--- config.mk ---
export PLATFORM = sky130hd
export DESIGN_NAME = pci_target_ready_and_irq
export DESIGN_NICKNAME = d
export VERILOG_FILES = /design/src/logic/pci_trdy_pkg.sv /design/src/logic/pci_target_ready_and_irq.sv
export SDC_FILE = /design/constraint.sdc
export NUM_CORES = 1
export LEC_CHECK = 0
export ABC_AREA = 0
export BUFFER_PORTS_ARGS = -buffer_cell sky130_fd_sc_hd__buf_4
export CAP_MARGIN = 20
export CORE_MARGIN = 2
export CORE_UTILIZATION = 52
export CTS_CLUSTER_DIAMETER = 30
export DETAILED_ROUTE_END_ITERATION = 12
export HOLD_SLACK_MARGIN = 0.15
export PLACE_DENSITY_LB_ADDON = 0.05
export SYNTH_ARGS = -nofsm -noshare
export SYNTH_HDL_FRONTEND = slang
export SYNTH_SLANG_ARGS = --single-unit
--- constraint.sdc ---
create_clock -name clk -period 4.8 [get_ports clk]
set_input_delay 0.72 -clock clk [delete_from_list [all_inputs] [get_ports clk]]
set_output_delay 0.72 -clock clk [all_outputs]
set_load 0.05 [all_outputs]
--- src/logic/pci_trdy_pkg.sv ---
`default_nettype none
package pci_trdy_pkg;
  // ----------------------------------------
  // Register offsets (byte addresses)
  // ----------------------------------------
  localparam logic [3:0] OFS_HOST_CTRL = 4'h0;
  localparam logic [3:0] OFS_INT_STATUS = 4'h4;
  localparam logic [3:0] OFS_INT_MASK = 4'h8;
  localparam logic [3:0] OFS_PACE_STATUS = 4'hc;

  // ----------------------------------------
  // Field positions and reset values
  // ----------------------------------------
  localparam int INT_EN_POS = 0;
  localparam int PWR_DN_POS = 1;
  localparam int EV_BUS_ERR_POS = 0;
  localparam int EV_PAR_ERR_POS = 1;
  localparam int EV_RETRY_POS = 2;
  localparam int EV_DISC_POS = 3;
  localparam logic [1:0] HOST_CTRL_RESET = 2'h0;
  localparam logic [3:0] INT_MASK_RESET = 4'h0;
  localparam logic [3:0] INT_STATUS_RESET = 4'h0;

  // ----------------------------------------
  // Wait-state limits in bus clocks
  // ----------------------------------------
  localparam logic [4:0] DISC_LIMIT = 5'h08;
  localparam logic [4:0] RETRY_LIMIT = 5'h10;
  localparam logic [4:0] WAIT_CNT_START = 5'h01;

  // ----------------------------------------
  // Carriers and states
  // ----------------------------------------
  typedef struct packed {
    logic read;
    logic write;
    logic [3:0] address;
    logic [31:0] writedata;
  } avs_req_s;

  typedef struct packed {
    logic frame_n;
    logic irdy_n;
    logic addr_phase;
    logic is_read;
    logic [3:0] byte_enable_n;
  } pci_in_s;

  typedef struct packed {
    logic mem_data_valid;
    logic write_can_accept;
    logic reg_needs_halt;
    logic cb_access;
    logic rom_access;
  } access_s;

  typedef enum logic [5:0] {
    ST_IDLE = 6'h01,
    ST_FIRST = 6'h02,
    ST_WAIT = 6'h04,
    ST_READY = 6'h08,
    ST_STOP = 6'h10,
    ST_TAR = 6'h20
  } pace_state_e;
endpackage
`default_nettype wire

--- src/logic/pci_target_ready_and_irq.sv ---
`timescale 1ns/1ps
`default_nettype none
// Overview of operation
// - Phase completes when both ready signals asserted
// - Assert target ready only with data/space
// - Target ready undriven during address phase
// - Target ready deasserted in first data clock
// - Wait until internal memory data valid
// - Wait on halt, control-block select, ROM grant
// - Disconnect with data after eight wait clocks
// - Retry if first transfer exceeds sixteen clocks
// - Prefer disconnect over long waits; master retries
// - Error interrupt changes synchronised to bus clock
// - No interrupt unless enabled and powered up
// - Interrupt line floats during bus reset
module pci_target_ready_and_irq (
  // Clock and reset
  input wire logic clk,
  input wire logic reset_n,
  // Avalon-MM register slave
  input wire pci_trdy_pkg::avs_req_s avs_req,
  output logic [31:0] avs_readdata,
  output logic avs_waitrequest,
  // PCI target side
  input wire pci_trdy_pkg::pci_in_s pci_in,
  input wire pci_trdy_pkg::access_s access,
  input wire logic sequencer_halt_acknowledge,
  input wire logic internal_control_block_mem_select,
  input wire logic external_rom_arbitration_grant_n,
  output logic external_rom_arbitration_request_n,
  output logic trdy_n_out,
  output logic trdy_oe_n,
  output logic stop_n_out,
  output logic stop_oe_n,
  output logic phase_done,
  // Interrupt
  input wire logic host_bus_reset_in_n,
  input wire logic bus_error_evt,
  input wire logic parity_error_evt,
  output logic interrupt_request_out,
  output logic interrupt_request_oe_n
);
  import pci_trdy_pkg::*;

  // ----------------------------------------
  // Declarations
  // ----------------------------------------
  pace_state_e st_r;
  logic [4:0] wait_cnt_r;
  logic first_r;
  logic disc_pend_r;
  logic is_read_r;
  logic [3:0] be_r;
  logic retry_evt_r;
  logic disc_evt_r;
  logic grant_meta_r;
  logic grant_sync_n_r;
  logic hbr_meta_r;
  logic hbr_sync_n_r;
  logic [1:0] host_ctrl_r;
  logic [3:0] int_mask_r;
  logic [3:0] int_status_r;
  logic [3:0] int_status_nxt;
  logic [31:0] rd_mux;
  logic data_ok;
  logic ready_ok;
  logic in_data;
  logic acc;
  logic wr_acc;
  logic rd_acc;
  logic irq_pending;

  // ----------------------------------------
  // Synchronisers for off-chip levels
  // ----------------------------------------
  always_ff @(posedge clk or negedge reset_n) begin
    if (!reset_n) begin
      grant_meta_r <= 1'b1;
      grant_sync_n_r <= 1'b1;
      hbr_meta_r <= 1'b0;
      hbr_sync_n_r <= 1'b0;
    end else begin
      grant_meta_r <= external_rom_arbitration_grant_n;
      grant_sync_n_r <= grant_meta_r;
      hbr_meta_r <= host_bus_reset_in_n;
      hbr_sync_n_r <= hbr_meta_r;
    end
  end

  // Readiness of the current data phase
  assign data_ok = is_read_r ? access.mem_data_valid : access.write_can_accept;
  assign ready_ok = data_ok
                    & ~(access.reg_needs_halt & ~sequencer_halt_acknowledge)
                    & ~(access.cb_access & internal_control_block_mem_select)
                    & ~(access.rom_access & grant_sync_n_r);
  assign in_data = (st_r == ST_FIRST) || (st_r == ST_WAIT) || (st_r == ST_READY);

  // ----------------------------------------
  // Data-phase pacing state machine
  // ----------------------------------------
  always_ff @(posedge clk or negedge reset_n) begin
    if (!reset_n) begin
      st_r <= ST_IDLE;
      trdy_n_out <= 1'b1;
      trdy_oe_n <= 1'b1;
      stop_n_out <= 1'b1;
      stop_oe_n <= 1'b1;
      wait_cnt_r <= WAIT_CNT_START;
      first_r <= 1'b0;
      disc_pend_r <= 1'b0;
      is_read_r <= 1'b0;
      be_r <= 4'h0;
      phase_done <= 1'b0;
      retry_evt_r <= 1'b0;
      disc_evt_r <= 1'b0;
    end else begin
      phase_done <= 1'b0;
      retry_evt_r <= 1'b0;
      disc_evt_r <= 1'b0;
      case (st_r)
        ST_IDLE: begin
          // Drive only after the address phase
          if (pci_in.addr_phase) begin
            st_r <= ST_FIRST;
            trdy_oe_n <= 1'b0;
            stop_oe_n <= 1'b0;
            trdy_n_out <= 1'b1;
            stop_n_out <= 1'b1;
            first_r <= 1'b1;
            disc_pend_r <= 1'b0;
            wait_cnt_r <= WAIT_CNT_START;
            is_read_r <= pci_in.is_read;
          end
        end
        ST_FIRST, ST_WAIT: begin
          if (st_r == ST_FIRST) begin
            be_r <= pci_in.byte_enable_n;
          end
          if (ready_ok) begin
            st_r <= ST_READY;
            trdy_n_out <= 1'b0;
            stop_n_out <= ~disc_pend_r;
          end else if (first_r && wait_cnt_r == RETRY_LIMIT) begin
            st_r <= ST_STOP;
            stop_n_out <= 1'b0;
            retry_evt_r <= 1'b1;
          end else begin
            st_r <= ST_WAIT;
            if (wait_cnt_r < RETRY_LIMIT) begin
              wait_cnt_r <= wait_cnt_r + 5'h01;
            end
            if (wait_cnt_r == DISC_LIMIT) begin
              disc_pend_r <= 1'b1;
            end
          end
        end
        ST_READY: begin
          // Complete only when initiator ready too
          if (!pci_in.irdy_n) begin
            phase_done <= 1'b1;
            first_r <= 1'b0;
            wait_cnt_r <= WAIT_CNT_START;
            trdy_n_out <= 1'b1;
            if (!stop_n_out) begin
              disc_evt_r <= 1'b1;
              st_r <= pci_in.frame_n ? ST_TAR : ST_STOP;
              stop_n_out <= pci_in.frame_n;
            end else begin
              st_r <= pci_in.frame_n ? ST_TAR : ST_WAIT;
            end
          end
        end
        ST_STOP: begin
          // Hold stop until the last phase ends
          if (pci_in.frame_n && !pci_in.irdy_n) begin
            st_r <= ST_TAR;
            stop_n_out <= 1'b1;
          end
        end
        ST_TAR: begin
          trdy_oe_n <= 1'b1;
          stop_oe_n <= 1'b1;
          st_r <= ST_IDLE;
        end
        default: begin
          st_r <= ST_IDLE;
        end
      endcase
    end
  end

  // ROM arbitration request throughout a ROM data phase, registered
  always_ff @(posedge clk or negedge reset_n) begin
    if (!reset_n) begin
      external_rom_arbitration_request_n <= 1'b1;
    end else begin
      external_rom_arbitration_request_n <= ~(access.rom_access && in_data);
    end
  end

  // ----------------------------------------
  // Avalon-MM slave, one wait state per access
  // ----------------------------------------
  assign acc = (avs_req.read | avs_req.write) & ~avs_waitrequest;
  assign wr_acc = acc & avs_req.write;
  assign rd_acc = acc & avs_req.read;

  // Read data selection, unmapped reads as zero
  always_comb begin
    rd_mux = 32'h0;
    case (avs_req.address)
      OFS_HOST_CTRL: rd_mux[1:0] = host_ctrl_r;
      OFS_INT_STATUS: rd_mux[3:0] = int_status_r;
      OFS_INT_MASK: rd_mux[3:0] = int_mask_r;
      OFS_PACE_STATUS: rd_mux[15:0] = {be_r, first_r, wait_cnt_r, st_r};
      default: rd_mux = 32'h0;
    endcase
  end

  // Handshake and read data capture
  always_ff @(posedge clk or negedge reset_n) begin
    if (!reset_n) begin
      avs_waitrequest <= 1'b1;
      avs_readdata <= 32'h0;
    end else if ((avs_req.read | avs_req.write) && avs_waitrequest) begin
      avs_waitrequest <= 1'b0;
      avs_readdata <= rd_mux;
    end else begin
      avs_waitrequest <= 1'b1;
    end
  end

  // Control and mask registers
  always_ff @(posedge clk or negedge reset_n) begin
    if (!reset_n) begin
      host_ctrl_r <= HOST_CTRL_RESET;
      int_mask_r <= INT_MASK_RESET;
    end else begin
      if (wr_acc && avs_req.address == OFS_HOST_CTRL) begin
        host_ctrl_r <= avs_req.writedata[1:0];
      end
      if (wr_acc && avs_req.address == OFS_INT_MASK) begin
        int_mask_r <= avs_req.writedata[3:0];
      end
    end
  end

  // ----------------------------------------
  // Interrupt status and open-drain request
  // ----------------------------------------
  always_comb begin
    // Clear only the bits handed out, later events survive the read
    int_status_nxt = (rd_acc && avs_req.address == OFS_INT_STATUS) ? (int_status_r & ~avs_readdata[3:0])
                     : int_status_r;
    int_status_nxt[EV_BUS_ERR_POS] = int_status_nxt[EV_BUS_ERR_POS] | bus_error_evt;
    int_status_nxt[EV_PAR_ERR_POS] = int_status_nxt[EV_PAR_ERR_POS] | parity_error_evt;
    int_status_nxt[EV_RETRY_POS] = int_status_nxt[EV_RETRY_POS] | retry_evt_r;
    int_status_nxt[EV_DISC_POS] = int_status_nxt[EV_DISC_POS] | disc_evt_r;
  end

  // Sticky events, set wins over read clear
  always_ff @(posedge clk or negedge reset_n) begin
    if (!reset_n) begin
      int_status_r <= INT_STATUS_RESET;
    end else begin
      int_status_r <= int_status_nxt;
    end
  end

  assign irq_pending = |(int_status_r & int_mask_r);

  // Line pulled low only when enabled, powered and out of bus reset
  always_ff @(posedge clk or negedge reset_n) begin
    if (!reset_n) begin
      interrupt_request_oe_n <= 1'b1;
      interrupt_request_out <= 1'b0;
    end else begin
      interrupt_request_out <= 1'b0;
      interrupt_request_oe_n <= ~(irq_pending && host_ctrl_r[INT_EN_POS]
                                  && !host_ctrl_r[PWR_DN_POS] && hbr_sync_n_r);
    end
  end
endmodule
`default_nettype wire

# Word-level counts from Yosys, hierarchy flattened
# Cells that the tools add are included.
[word_totals]
ff_bits = 57
inputBits = 59
out_inout_bits = 41
wordCells = 148
[classes]
addsub = 1
magnitude_cmp = 1
eq_ne = 20
muxes = 47
bitwise_logic = 25
reduce_logical = 31
[ops]
columns = ["operator", "count"]
rows = [
  ["$mux 6", 6],
  ["$mux 5", 7],
  ["$pmux 6 s4", 1],
  ["$mux 1", 23],
  ["$ne 2x2->1 const B", 8],
  ["$pmux 5 s3", 1],
  ["$mux 12", 1],
  ["$logic_and 1x1->1", 10],
  ["$reduce_and 5->1", 2],
  ["$and 1x1->1", 9],
  ["$and 4x4->4", 2],
  ["$eq 4x4->1 const B", 2],
  ["$not 1->1", 8],
  ["$pmux 2 s4", 1],
  ["$eq 6x1->1 const B", 1],
  ["$eq 6x2->1 const B", 1],
  ["$eq 6x3->1 const B", 1],
  ["$eq 6x4->1 const B", 1],
  ["$eq 6x5->1 const B", 1],
  ["$eq 6x6->1 const B", 1],
  ["$pmux 1 s2", 3],
  ["$pmux 2 s3", 1],
  ["$reduce_and 2->1", 3],
  ["$reduce_and 3->1", 2],
  ["other kinds (21)", 29],
]

# Depth between registers and ports, before layout
[logic_depth]
depth_word = 8
depth_mapped = 6
depth_no_buf = 6

# Worst setup path before layout
# No wires, ideal clock.
[synth_path]
kind = "in2reg"
startpoint = "input port access[1] (netlist name)"
endpoint = "register stop_n_out"
setup_time_ps = 85
arrival_time_ps = 2033
required_ps = 4715
path_slack_ps = 2682
stages = 5
path_buffers = 0
path_cell_list = "a22o_1 nor3_1 nor2_1 a211oi_2 mux2_1"
[synth_between]
elab_chain_cells = 6
word_cells_on_any_way = 8
cone_classes = "eq/ne (1); mux (2); bitwise (4); reduce/logical (1)"
[synth_rtl]
columns = ["element", "line", "rtl"]
rows = [
  ["start, declared", "pci_target_ready_and_irq.sv:26", "input wire pci_trdy_pkg::access_s access,"],
  ["$and 1x1->1 (*)", "pci_target_ready_and_irq.sv:94", "& ~(access.cb_access & internal_control_block_mem_select)"],
  ["$not 1->1 (*)", "pci_target_ready_and_irq.sv:94", ""],
  ["$and 1x1->1 (*)", "pci_target_ready_and_irq.sv:94", ""],
  ["$and 1x1->1 (*)", "pci_target_ready_and_irq.sv:95", "& ~(access.rom_access & grant_sync_n_r);"],
  ["$ne 3x3->1 (no source line) / $mux 1 (equally long branches)", "--", ""],
  ["$reduce_and 5->1 (no source line) / $pmux 1 s4 (equally long branches)", "--", ""],
  ["end signal, assigned", "pci_target_ready_and_irq.sv:142", "stop_n_out <= ~disc_pend_r;"],
  ["end signal, assigned", "pci_target_ready_and_irq.sv:167", "stop_n_out <= pci_in.frame_n;"],
  ["end, declared", "pci_target_ready_and_irq.sv:33", "output logic stop_n_out,"],
]
# Every way passes the cells marked *; elsewhere a longest branch is shown, timed or not.
# A chain may end at the register's enable or synchronous reset.

# Final worst setup path
# Same ends and word-level chain as after synthesis.

==> run_results.csv <==
group,metric,value,unit
clocking,cts_htree_levels,3,
logic_synthesis,yosysMostFrequentCell,"dfrtp_1",
critical_path,endpoint_kind,"register",
logic_synthesis,syn_inst,218,
global_route,grt.overflow.total,0,
timing,hold_viol_final,0,
logic_synthesis,synth_area,0.00259,mm2
worst_hold_path,hold_path_class,"reg2reg",
detailed_routing,initialDrtViolationCount,73,
floorplan,row_count,25,
logic_synthesis,synth-seq-area-share,0.554,
logic_synthesis,synth_edf_count,0,
worst_hold_path,min_delay_path_depth,0,
clocking,clk_pin_slew,60,ps
placement,place_congestion,0.893,
detailed_routing,routed_wl,5210,um
logic_synthesis,synth_area_per_cell,11.9,um2
logic_synthesis,synth-seq-cells,57,
logic_synthesis,synth_fa_ha_area_frac,0.00964,
timing,max_freq,450,MHz
timing,drv_slew,0,
logic_synthesis,synth_area_leaders,"dfrtp_1, dfstp_2, a22o_1",
logic_synthesis,ys.flop_type,"dfrtp_1",
finish,final_core_util,0.679,
global_route,grt_max_degree,58,
critical_path,critPathMaxStageDelay,680,ps
clocking,clock_path_buffers,2,
global_route,grt_pass1_wl,8170,um
placement,dpl.hpwl,3680,um
critical_path,arrival,2480,ps
detailed_routing,via_count,1813,
critical_path,rr_worst_depth,5,
worst_hold_path,min_from,"hbr_meta_r",
logic_synthesis,ys_types,48,
timing,finalCritPeriodShare,0.463,
critical_path,worstPathCellList,"buf_4, a22o_1, nor3_1, nor2_1, a211oi_2, mux2_1",
critical_path,reg2reg_from,"st_r[1]",
floorplan,die_height,74.6,um
floorplan,die_w,74.6,um
flow_run,maxCapViolations,0,
finish,area_delta_synth_final,24.5,%
logic_synthesis,yosys.area_share.simple,0.147,
global_route,grtUsageTotal,0.205,
finish,nets,338,
clocking,clock_latency,340,ps
detailed_routing,drcViolationCount,0,
critical_path,r2r_end,"stop_n_out",
critical_path,rrSetupSlack,2710,ps
critical_path,slowest_stage,"nor3_1",
timing,finClkSkew,6.24,ps
global_route,antenna_found_initial,0,
detailed_routing,final_antenna_net_count,0,
floorplan,start_util,0.546,
logic_synthesis,synth_top_area_cell,"dfrtp_1",
floorplan,coreArea,0.00475,mm2
critical_path,critPathMaxFanout,6,
logic_synthesis,synth_top_family_by_area,"simple AND/OR/NAND/NOR gates",
clocking,cts.sinks,57,
clocking,numCtsBuffers,9,
logic_synthesis,yosys_warnings,0,
power_and_ir_drop,vdd_ir_drop_max,342,uV
detailed_routing,wire_per_inst,14.9,um
logic_synthesis,synth_compound_area_frac,0.128,
logic_synthesis,synthTopCellsByCount,"dfrtp_1, nand2_1, buf_4",
logic_synthesis,synth_top_area_share,0.453,
finish,fillers,381,
floorplan,die_area,0.00557,mm2
critical_path,critPathBufInv,1,
power_and_ir_drop,powerDensity,480,mW/mm2
detailed_routing,viasPerCell,5.19,
timing,finalSetupViolations,0,
detailed_routing,firstDrtPassIters,4,
clocking,postCtsSetupBuffers,0,
finish,drive_gt1_frac,0.344,
clocking,cts_tree,"done",
clocking,cts_resized,0,
power_and_ir_drop,leakagePower,0.00153,uW
status,status,"finished, final reports clean",
critical_path,crit_type,"in2reg",
timing,fin_setup_tns,0,ps
timing,rsz0062_at_grt,"false",
logic_synthesis,synth-xor-area-share,0.0101,
logic_synthesis,synth.area.mux_share,0.0815,
logic_synthesis,ys_async_sr_fraction,1.00,
critical_path,critPathLaunchType,"primary input",
timing,period_needed,2220,ps
critical_path,worstPathRequired,5060,ps
clocking,cts_hold_buf,0,
placement,port_buffers,54,
global_route,grt_pass1_vias,1699,
timing,worst_pin_slew,841,ps
floorplan,ios,100,
clocking,cts-root-buf,"clkbuf_8",
critical_path,path_delay_family,"simple AND/OR/NAND/NOR gates",
timing,relSlewSlack,0.435,
finish,diodes,0,
worst_hold_path,hold_path_end,"hbr_sync_n_r",
cell usage in the layout (no fill, tap or decap), types with 4 or more instances in the layout:
| cell type | count |
|---|---|
| nor2b_1 | 4 |
| mux2_1 | 5 |
| nor4_1 | 4 |
| mux2_2 | 8 |
| nand2_1 | 21 |
| conb_1 | 17 |
| a21o_1 | 5 |
| dfstp_2 | 10 |
| a21oi_1 | 5 |
| a22oi_1 | 4 |
| nand3b_1 | 4 |
| nor2_1 | 9 |
| inv_1 | 5 |
| buf_4 | 56 |
| a22o_1 | 16 |
| clkbuf_8 | 11 |
| dfrtp_1 | 47 |
layer usage:
| layer | up-vias | track usage | wire, um |
|---|---|---|---|
| li1 | 874 | - | - |
| met1 | 876 | 0.278 | 2390 |
| met2 | 54 | 0.303 | 2490 |
| met3 | 9 | 0.0723 | 255 |
| met4 | 0 | 0.0873 | 70 |
| met5 | - | 0 | 0 |
per-stage QoR:
step	instances	setup WS (ps)	power, uW	hold WS, ps	area (um2)
6_report	349	2580	1550	348	3230
4_1_cts	349	2610	1560	350	3230
5_1_grt	349	2530	1630	362	3230
2_1_floorplan	234	2680	942	331	2660
3_5_place_dp	333	2280	1050	335	3000
3_3_place_gp	333	2300	1040	337	3000
flip-flops by register name (all words and copies together), names as in the netlist, 2 cells and up:
register      cells
avs_readdata     16
st_r              6
wait_cnt_r        5
be_r              4
int_mask_r        4
int_status_r      4
host_ctrl_r       2
how the worst max path moves through the flow:
| stage | cells after the start | to | from |
|---|---|---|---|
| after floorplan | 5 | stop_n_out | access[1] |
| after global placement | 6 | stop_n_out | access[1] |
| after detailed placement | 6 | stop_n_out | access[1] |
| after CTS | 6 | stop_n_out | access[1] |
| after global routing | 6 | stop_n_out | access[1] |
| final | 6 | stop_n_out | access[1] |
power breakdown:
group	switching (uW)	total, uW	leakage (uW)	internal (uW)
combinational	240	405	0.000693	165
clock	190	508	0.000115	318
sequential	69.6	638	0.000718	568
total	499	1550	0.00153	1050
kinds of logic (layout without fill, tap and decap cells):
kind of cell / count (synthesis) / after routing
simple gates: 66 / 66
flops: 57 / 57
compound gates: 43 / 43
buf+inv: 29 / 77
mux: 17 / 17
xor+xnor: 3 / 3
fa+ha+maj: 2 / 2
other cells: 1 / 17
cell type report:
| class | instances | area [um2] | share of cell area |
|---|---|---|---|
| clock inverter | 5 | 77.6 | 0.0240 |
| sequential | 57 | 1440 | 0.445 |
| tap | 67 | 83.8 | 0.0259 |
| clock buffer | 11 | 151 | 0.0469 |
| multi-input combinational | 148 | 1040 | 0.322 |
| timing repair buffer | 56 | 420 | 0.130 |
| inverter | 5 | 18.8 | 0.00581 |
Note: power is estimated with default switching activity, not from simulation.
